File: config.mk
export PLATFORM = sky130hd
export DESIGN_NAME = light_sensor_command_control
export DESIGN_NICKNAME = d
export VERILOG_FILES = /design/src/design/light_sensor_pkg.sv /design/src/design/light_sensor_command_control.sv /design/src/design/manual_integration_timer.sv
export SDC_FILE = /design/constraint.sdc
export NUM_CORES = 1
export LEC_CHECK = 0
export BUFFER_PORTS_ARGS = -buffer_cell sky130_fd_sc_hd__buf_2
export CAP_MARGIN = 20
export CORE_UTILIZATION = 60
export DETAILED_ROUTE_END_ITERATION = 7
export GPL_TIMING_DRIVEN = 0
export PLACE_DENSITY_LB_ADDON = 0.1
export SLEW_MARGIN = 25
export SYNTH_ARGS = -nofsm -noshare
export SYNTH_HDL_FRONTEND = slang
export SYNTH_SLANG_ARGS = --single-unit
File: constraint.sdc
create_clock -name core_clk_in -period 4.8 [get_ports core_clk_in]
set_input_delay 0 -clock core_clk_in [delete_from_list [all_inputs] [get_ports core_clk_in]]
set_output_delay 0 -clock core_clk_in [all_outputs]
set_load 0.03 [all_outputs]
File: src/design/light_sensor_pkg.sv
// Constants shared by the light sensor command and control logic
package light_sensor_pkg;
   // ***********************************************
   // Command byte layout
   // ***********************************************
   localparam int CMD_TYPE_MSB = 6;
   localparam int CMD_TYPE_LSB = 5;
   localparam int INDEX_MSB = 4;
   localparam int INDEX_W = 5;
   localparam logic [1:0] TYPE_REPEAT = 2'h0;
   localparam logic [1:0] TYPE_AUTO = 2'h1;
   localparam logic [1:0] TYPE_SPECIAL = 2'h3;
   localparam logic [4:0] SF_INT_CLEAR = 5'h01;
   localparam logic [4:0] SF_STOP = 5'h02;
   localparam logic [4:0] SF_START = 5'h03;
   localparam logic [4:0] INDEX_STEP = 5'h01;
   localparam logic [4:0] INDEX_RESET = 5'h00;
   localparam logic [1:0] TYPE_RESET = 2'h0;
   // ***********************************************
   // Register map
   // ***********************************************
   localparam logic [4:0] CTRL_ADDR = 5'h00;
   localparam logic [4:0] TIMER_LO_ADDR = 5'h18;
   localparam logic [4:0] TIMER_HI_ADDR = 5'h19;
   localparam logic [7:0] CTRL_RESET = 8'h00;
   localparam int POWER_BIT = 0;
   localparam int ENABLE_BIT = 1;
   localparam int VALID_BIT = 4;
   localparam int INTR_BIT = 5;
   localparam logic [7:0] MANUAL_TIMING = 8'h00;
   localparam logic [7:0] BYTE_ZERO = 8'h00;
   // ***********************************************
   // Manual timer resolution
   // ***********************************************
   localparam int CLK_PERIOD_NS = 10;
   localparam int TIMER_TICK_NS = 1000;
   localparam int TIMER_TICK_CYCLES = (TIMER_TICK_NS + CLK_PERIOD_NS - 1) / CLK_PERIOD_NS;
   localparam int TIMER_W = 16;
endpackage

File: src/design/light_sensor_command_control.sv
// Command decode and power/conversion control of the light sensor
// Contract
// - Normal command low five bits select register
// - Transaction type 11 makes index special code
// - Code 00001 clears interrupt flag and output
// - Code 00010 stops manual integration
// - Code 00011 starts manual integration
// - Manual duration readable in timer registers
// - Control register resets to zero
// - Bit five reads interrupt, ignores writes
// - Bit four set after integration completes
// - Bit one enables both converters
// - Bit zero powers device on or off
// - Convert only when power and enable set
// - Type 00 repeats, 01 auto-increments index
// - Zero integration cycles selects manual timing
`timescale 1ns/1ps
module light_sensor_command_control
   import light_sensor_pkg::*;
#(
   parameter int TICK_CYCLES = TIMER_TICK_CYCLES
) (
   input wire logic core_clk_in,
   input wire logic resetn_in,
   input wire logic clk_en_in,
   input wire logic wr_valid_in,
   input wire logic wr_is_command_in,
   input wire logic [7:0] wr_data_in,
   input wire logic rd_strobe_in,
   input wire logic [7:0] ext_read_data_in,
   input wire logic [7:0] integration_cycles_in,
   input wire logic adc_cycle_done_in,
   input wire logic interrupt_set_in,
   output logic [7:0] read_data_out,
   output logic [4:0] register_index_out,
   output logic reg_write_out,
   output logic [4:0] reg_write_index_out,
   output logic [7:0] reg_write_data_out,
   output logic power_out,
   output logic adc_enable_out,
   output logic converting_out,
   output logic manual_start_out,
   output logic manual_stop_out,
   output logic manual_active_out,
   output logic interrupt_out
);
   // ***********************************************
   // Decode
   // ***********************************************
   function automatic logic is_special(input logic [7:0] cmd, input logic [4:0] code);
      is_special = (cmd[CMD_TYPE_MSB:CMD_TYPE_LSB] == TYPE_SPECIAL) && (cmd[INDEX_MSB:0] == code);
   endfunction

   logic [1:0] cmd_type;
   logic [4:0] reg_index;
   logic power;
   logic adc_enable;
   logic adc_valid;
   logic interrupt_flag;
   logic [TIMER_W-1:0] duration;

   logic cmd_write;
   logic data_write;
   logic manual_mode;
   logic clear_cmd;
   logic start_cmd;
   logic stop_cmd;
   logic ctrl_write;
   logic advance;

   assign cmd_write = wr_valid_in && wr_is_command_in;
   assign data_write = wr_valid_in && !wr_is_command_in;
   assign manual_mode = (integration_cycles_in == MANUAL_TIMING);
   assign clear_cmd = cmd_write && is_special(wr_data_in, SF_INT_CLEAR);
   assign start_cmd = cmd_write && is_special(wr_data_in, SF_START) && manual_mode && converting_out;
   assign stop_cmd = cmd_write && is_special(wr_data_in, SF_STOP) && manual_mode && manual_active_out;
   assign ctrl_write = data_write && (reg_index == CTRL_ADDR);
   assign advance = (data_write || rd_strobe_in) && (cmd_type == TYPE_AUTO);

   // ***********************************************
   // Register pointer
   // ***********************************************
   always_ff @(posedge core_clk_in or negedge resetn_in) begin
      if (!resetn_in) begin
         cmd_type <= TYPE_RESET;
         reg_index <= INDEX_RESET;
      end else if (clk_en_in) begin
         if (cmd_write) begin
            cmd_type <= wr_data_in[CMD_TYPE_MSB:CMD_TYPE_LSB];
            // Special codes leave the pointer alone
            if (wr_data_in[CMD_TYPE_MSB:CMD_TYPE_LSB] != TYPE_SPECIAL) begin
               reg_index <= wr_data_in[INDEX_MSB:0];
            end
         end else if (advance) begin
            reg_index <= reg_index + INDEX_STEP;
         end
      end
   end

   // ***********************************************
   // Control register
   // ***********************************************
   always_ff @(posedge core_clk_in or negedge resetn_in) begin
      if (!resetn_in) begin
         power <= CTRL_RESET[POWER_BIT];
         adc_enable <= CTRL_RESET[ENABLE_BIT];
      end else if (clk_en_in && ctrl_write) begin
         power <= wr_data_in[POWER_BIT];
         adc_enable <= wr_data_in[ENABLE_BIT];
      end
   end

   always_ff @(posedge core_clk_in or negedge resetn_in) begin
      if (!resetn_in) begin
         interrupt_flag <= CTRL_RESET[INTR_BIT];
      end else if (clk_en_in) begin
         // Set wins over a simultaneous clear
         if (interrupt_set_in) begin
            interrupt_flag <= 1'b1;
         end else if (clear_cmd) begin
            interrupt_flag <= 1'b0;
         end
      end
   end

   always_ff @(posedge core_clk_in or negedge resetn_in) begin
      if (!resetn_in) begin
         adc_valid <= CTRL_RESET[VALID_BIT];
      end else if (clk_en_in) begin
         if ((adc_cycle_done_in && converting_out) || manual_stop_out) begin
            adc_valid <= 1'b1;
         end else if (!power) begin
            adc_valid <= 1'b0;
         end
      end
   end

   // ***********************************************
   // Conversion and manual integration
   // ***********************************************
   always_ff @(posedge core_clk_in or negedge resetn_in) begin
      if (!resetn_in) begin
         converting_out <= 1'b0;
         manual_start_out <= 1'b0;
         manual_stop_out <= 1'b0;
         manual_active_out <= 1'b0;
      end else if (clk_en_in) begin
         converting_out <= power && adc_enable;
         manual_start_out <= start_cmd;
         manual_stop_out <= stop_cmd;
         if (!power || !adc_enable) begin
            manual_active_out <= 1'b0;
         end else if (start_cmd) begin
            manual_active_out <= 1'b1;
         end else if (stop_cmd) begin
            manual_active_out <= 1'b0;
         end
      end
   end

   manual_integration_timer #(
      .TICK_CYCLES(TICK_CYCLES),
      .WIDTH(TIMER_W)
   ) timer_inst (
      .core_clk_in(core_clk_in),
      .resetn_in(resetn_in),
      .clk_en_in(clk_en_in),
      .start_in(manual_start_out),
      .stop_in(manual_stop_out),
      .halt_in(!converting_out),
      .duration_out(duration)
   );

   // ***********************************************
   // Read data and write forwarding
   // ***********************************************
   always_ff @(posedge core_clk_in or negedge resetn_in) begin
      if (!resetn_in) begin
         read_data_out <= BYTE_ZERO;
      end else if (clk_en_in) begin
         unique case (reg_index)
            CTRL_ADDR: begin
               read_data_out <= BYTE_ZERO;
               read_data_out[POWER_BIT] <= power;
               read_data_out[ENABLE_BIT] <= adc_enable;
               read_data_out[VALID_BIT] <= adc_valid;
               read_data_out[INTR_BIT] <= interrupt_flag;
            end
            TIMER_LO_ADDR: begin
               read_data_out <= duration[7:0];
            end
            TIMER_HI_ADDR: begin
               read_data_out <= duration[15:8];
            end
            default: begin
               read_data_out <= ext_read_data_in;
            end
         endcase
      end
   end

   always_ff @(posedge core_clk_in or negedge resetn_in) begin
      if (!resetn_in) begin
         reg_write_out <= 1'b0;
         reg_write_index_out <= INDEX_RESET;
         reg_write_data_out <= BYTE_ZERO;
      end else if (clk_en_in) begin
         reg_write_out <= data_write && !ctrl_write;
         reg_write_index_out <= reg_index;
         reg_write_data_out <= wr_data_in;
      end
   end

   assign register_index_out = reg_index;
   assign power_out = power;
   assign adc_enable_out = adc_enable;
   assign interrupt_out = interrupt_flag;
endmodule

File: src/design/manual_integration_timer.sv
// Measures the length of a manual integration in timer ticks
`timescale 1ns/1ps
module manual_integration_timer
   import light_sensor_pkg::*;
#(
   parameter int TICK_CYCLES = TIMER_TICK_CYCLES,
   parameter int WIDTH = TIMER_W
) (
   input wire logic core_clk_in,
   input wire logic resetn_in,
   input wire logic clk_en_in,
   input wire logic start_in,
   input wire logic stop_in,
   input wire logic halt_in,
   output logic [WIDTH-1:0] duration_out
);
   logic [15:0] prescale;
   logic [WIDTH-1:0] count;
   logic running;

   always_ff @(posedge core_clk_in or negedge resetn_in) begin
      if (!resetn_in) begin
         running <= 1'b0;
         prescale <= '0;
         count <= '0;
      end else if (clk_en_in) begin
         if (halt_in || stop_in) begin
            running <= 1'b0;
         end else if (start_in) begin
            running <= 1'b1;
            prescale <= '0;
            count <= '0;
         end else if (running) begin
            if (prescale == 16'(TICK_CYCLES - 1)) begin
               prescale <= '0;
               // Saturate rather than wrap
               if (count != '1) begin
                  count <= count + WIDTH'(1);
               end
            end else begin
               prescale <= prescale + 16'h0001;
            end
         end
      end
   end

   // Duration published only on a completed integration
   always_ff @(posedge core_clk_in or negedge resetn_in) begin
      if (!resetn_in) begin
         duration_out <= '0;
      end else if (clk_en_in && stop_in && running && !halt_in) begin
         duration_out <= count;
      end
   end
endmodule

# Word-level counts from Yosys, hierarchy flattened
# Index checks and enable logic that the tools add are counted.
# word_totals
ff_bits	86
inputBits	32
output_inout_bits	34
word_cells	101
# op_classes
addsub	3
n_eq_ne	12
mux	20
bitwise_logic	1
reduce_logical	47
# ops
op	count
$mux W16	7
$add A16 B1 Y16 const B	2
$pmux W8 S3	1
$logic_and A1 B1 Y1	21
$eq A16 B7 Y1 const B	1
$ne A16 B16 Y1 const B	1
$mux W5	3
$reduce_bool A2 Y1	6
$eq A5 B2 Y1 const B	2
$eq A5 B5 Y1 const B	2
$reduce_and A2 Y1	5
$mux W1	9
$logic_not A8 Y1	1
$reduce_and A3 Y1	2
$add A5 B1 Y5 const B	1
$eq A5 B1 Y1 const B	1
$logic_not A1 Y1	5
$logic_not A5 Y1	1
$reduce_and A5 Y1	1
$logic_or A1 B1 Y1	4
$ne A2 B1 Y1 const B	2
$reduce_bool A3 Y1	1
$eq A2 B1 Y1 const B	1
$eq A2 B2 Y1 const B	1
2 further kinds	2

# Longest topological paths before layout
# logic_depth
ltp_word	8
ltp_mapped	7
mapped_depth_nobuf	7

# By module
# A second synthesis with hierarchy kept.
# unflattened
cells_unflattened	419
hier_area_um2	4330.4
# modules_own_cells
mod	instances	cells_each	area_each_um2	seq_area_each_um2
manual_integration_timer	1	250	2514.9	1226.2
light_sensor_command_control	1	169	1815.5	925.9

# Least setup slack after synthesis
# Ideal clock, no wire load.
# synth_path
path_type	reg-to-reg
from	reg manual_start_out
to	reg timer_inst.count[10]
setup_ns	0.078
arrival_ns	2.213
t_required_ns	4.722
setup_slack_ns	2.509
stages_incl_launch_ff	8
n_path_buf	2
synth_period_minus_slack_ns	2.291
path_cell_list	dfrtp_1 > buf_4 > nor2_2 > or3_4 > or4b_1 > buf_2 > or3_1 > a21oi_1
# synth_between
elab_chain_cells	2
word_cells_on_any_way	5
cone_classes	mux (1); reduce/logical (4)
# synth_lines
element	line_no	text
from (decl)	light_sensor_command_control.sv:42	output logic manual_start_out,
from (signal assigned)	light_sensor_command_control.sv:149	manual_start_out <= start_cmd;
$reduce_bool A2 Y1 (no source line)	-	
$reduce_and A5 Y1 (no source line)	-	
to (signal assigned)	manual_integration_timer.sv:38	count <= count + WIDTH'(1);
to (decl)	manual_integration_timer.sv:18	logic [WIDTH-1:0] count;
# Several ways; a longest one is shown, not always the timed one.
# A chain may end at the register's enable or synchronous reset.

# Worst setup path in the final report
# layout_path
from	reg timer_inst.prescale[0]
to	reg timer_inst.count[14]
# layout_between
elab_chain_cells	3
# layout_lines
element	line_no	text
from (decl)	manual_integration_timer.sv:17	logic [15:0] prescale;
from (signal assigned)	manual_integration_timer.sv:41	prescale <= prescale + 16'h0001;
$eq A16 B7 Y1	manual_integration_timer.sv:34	if (prescale == 16'(TICK_CYCLES - 1)) begin
$reduce_bool A2 Y1 (no source line)	-	
$reduce_and A5 Y1 (no source line)	-	
# No other way between the ends.

==> out/qor.csv <==
metric,value,unit
drcViolationCount,0,
numCtsBuffers,9,
ys_seq_area_share,51.8,%
synth_area,4160,sq um
wl_per_cell,17.3,microns
cp_top_family,simple AND/OR/NAND/NOR gates,
setup_tns,0,ps
pwr-share-seq,48.3,%
hp-class,primary input to flip-flop,
seq_area,2150,sq um
cts_tree,yes,
critical-path-slowest-cell,or4b_1,
clock_latency,350,ps
gp_congestion,0.820,
critical_path_class,flip-flop to flip-flop,
slew_viol_final,0,
first_pass_iters,5,
postCtsSetupRepairBufs,0,
fp.dieW,85.2,microns
core,6530,sq um
layout-drive-gt1-share,25.2,%
rrSetupSlack,2430,ps
clk_path_buf_depth,2,
path_clk_slew,90,ps
port_buffers,65,
cts_root_buffer,clkbuf_8,
drtAntennaViolNets,0,
finalHoldViolCount,0,
path_buf_inv,1,
nFillCells,452,
h-tree-depth,3,
intPower,1.18,mW
diodes,0,
cp-start-kind,flip-flop,
synth_fp_nets,437,
grt_max_degree,50,
yosys_register_bits,86,
io_pins,66,
synth_area_leaders,"dfrtp_1, mux2_2, nand2_1, o21ai_0, a21oi_1",
crit_chain,ha_1 -> and4b_1 -> a41oi_2 -> or4b_1 -> buf_2 -> or3_1 -> a21oi_1,
viasPerCell,6.24,
grt_first_pass_wirelength,16900,microns
relSlewSlack,34.1,%
netlist_instances,400,
fmax,421,MHz
yosys_warnings,0,
arrival,2650,ps
cts.sinks,86,
required,5080,ps
die_area,7260,sq um
slowest_delay,570,ps
multi_input_area,1920,sq um
synth_edf_count,0,
yosysTopAreaCell,dfrtp_1,
ir_worst_vdd,344,uV
finalSetupViolations,0,
crit_path_end_kind,flip-flop,
fin_skew,10.9,ps
avgSynthCellArea,10.4,sq um
wl,10000,microns
nets,535,
rsz0062_at_grt,no,
power.switching,0.617,mW
p_leak,2.27,nW
synthFlopType,dfrtp_1,
grt_pass1_vias,3512,
cap_violations,0,
status,"complete, no violations",
rows,29,
yosysTopAreaCellShare,51.8,%
antenna_found_initial,0,
power_density,358,nW/um^2
layout_common_cells,"dfrtp_1, buf_2, nand2_1, mux2_2, o21ai_0",
clockPowerShare,28.3,%
drt_iter0_drc,192,
ys_async_sr_fraction,100,%
die_h,85.2,microns
num_vias,3619,
final_common_cell,dfrtp_1,
synth_cell_types,50,
start_util,63.6,%
grt.overflow.total,0,
period_needed,2370,ps
dp_hpwl,6910,microns
fin_crit_sh,49.5,%
tightest_slew,980,ps
cp_max_fo,7,
grt_usage,29.7,%
syn2layout_area_growth,20.9,%
switching_share,34.3,%
p_comb_share,23.4,%
holdWs,86.7,ps
synth_stat cells, types with 6 or more instances:
| cell | number |
|---|---|
| a21oi_1 | 27 |
| a31oi_1 | 6 |
| clkbuf_1 | 11 |
| dfrtp_1 | 86 |
| inv_1 | 6 |
| mux2_2 | 33 |
| nand2_1 | 41 |
| nand3_1 | 23 |
| nand4_1 | 12 |
| nor2_1 | 22 |
| o211ai_1 | 6 |
| o21ai_0 | 28 |
| or3_1 | 8 |
| or4_1 | 7 |
| xor2_1 | 6 |
worst register-to-register path, cell delays in order (launching register included):
cell and delay, ps:
dfrtp_1 410, ha_1 240, and4b_1 260, a41oi_2 210
or4b_1 570, buf_2 180, or3_1 300, a21oi_1 150
logic make-up (layout without fill, tap and decap cells):
logic type,Yosys count,after routing,synth area share [%]
AND/OR/NAND/NOR,152,152,19.8
XOR/XNOR,7,7,1.48
flip-flops,86,86,51.8
buffers and inverters,23,126,2.26
multiplexers,34,34,9.18
adder cells (fa/ha/maj),5,5,1.51
AO/OA/AOI/OAI,93,93,14.0
sequential cells by signal (all words and copies together) (netlist names):
register                 flops
interrupt_out                1
reg_write_data_out           8
reg_write_index_out          5
cmd_type                     2
adc_enable_out               1
power_out                    1
read_data_out                8
timer_inst.running           1
timer_inst.count            16
timer_inst.prescale         16
converting_out               1
manual_start_out             1
timer_inst.duration_out     16
manual_stop_out              1
manual_active_out            1
register_index_out           5
adc_valid                    1
reg_write_out                1
cell type report:
class | instances | share of cell area (%)
multi-input combinational | 291 | 38.1
tap | 77 | 1.92
clock inverter | 7 | 1.47
clock buffer | 9 | 2.47
sequential | 86 | 42.8
inverter | 6 | 0.448
buffer | 17 | 1.42
timing repair buffer | 87 | 11.3
per-layer routing:
metal | track usage, % | share of wire, % | up-vias
met2 | 51.6 | 52 | 121
met3 | 4.57 | 4.4 | 17
met5 | 0 | 0 | -
met4 | 10.5 | 1.6 | 0
li1 | - | - | 1693
met1 | 38.1 | 42 | 1788
path summary, 6_finish.rpt:
check | startpoint | end | depth (start not counted)
min | integration_cycles_in[2] | manual_start_out | 4
min reg2reg | reg_write_index_out[1] | reg_write_index_out[1] | 1
min in group asynchronous | resetn_in | read_data_out[7] | 2
max | timer_inst.prescale[0] | timer_inst.count[14] | 7
max reg2reg | timer_inst.prescale[0] | timer_inst.count[14] | 7
max in group asynchronous | resetn_in | reg_write_data_out[6] | 3
repair_timing:
action,CTS,global route
hold buffers,21,0
gates resized for setup,0,0
hold endpoints to repair,111,0
metrics by stage:
| step | power [mW] | cells | setup WS [ps] | util [%] | cell area (sq um) |
|---|---|---|---|---|---|
| after floorplan | 1.14 | 400 | 2510 | - | 4160 |
| after global placement | 1.27 | 542 | 2530 | 70.1 | 4580 |
| after detailed placement | 1.29 | 543 | 2480 | 70.6 | 4610 |
| after CTS | 1.81 | 580 | 2450 | 76.9 | 5020 |
| after global routing | 1.88 | 580 | 2330 | 76.9 | 5020 |
| final | 1.80 | 580 | 2430 | 76.9 | 5020 |
power groups by stage:
| stage | clock network, mW | logic [mW] | registers (mW) |
|---|---|---|---|
| 5_1_grt | 0.547 | 0.455 | 0.880 |
| 3_3_place_gp | 0 | 0.390 | 0.877 |
| 6_report | 0.510 | 0.422 | 0.870 |
| 4_1_cts | 0.519 | 0.421 | 0.866 |
| 3_5_place_dp | 0 | 0.407 | 0.880 |
| 2_1_floorplan | 0 | 0.132 | 1.00 |
Note: power is estimated with default switching activity, not from simulation.
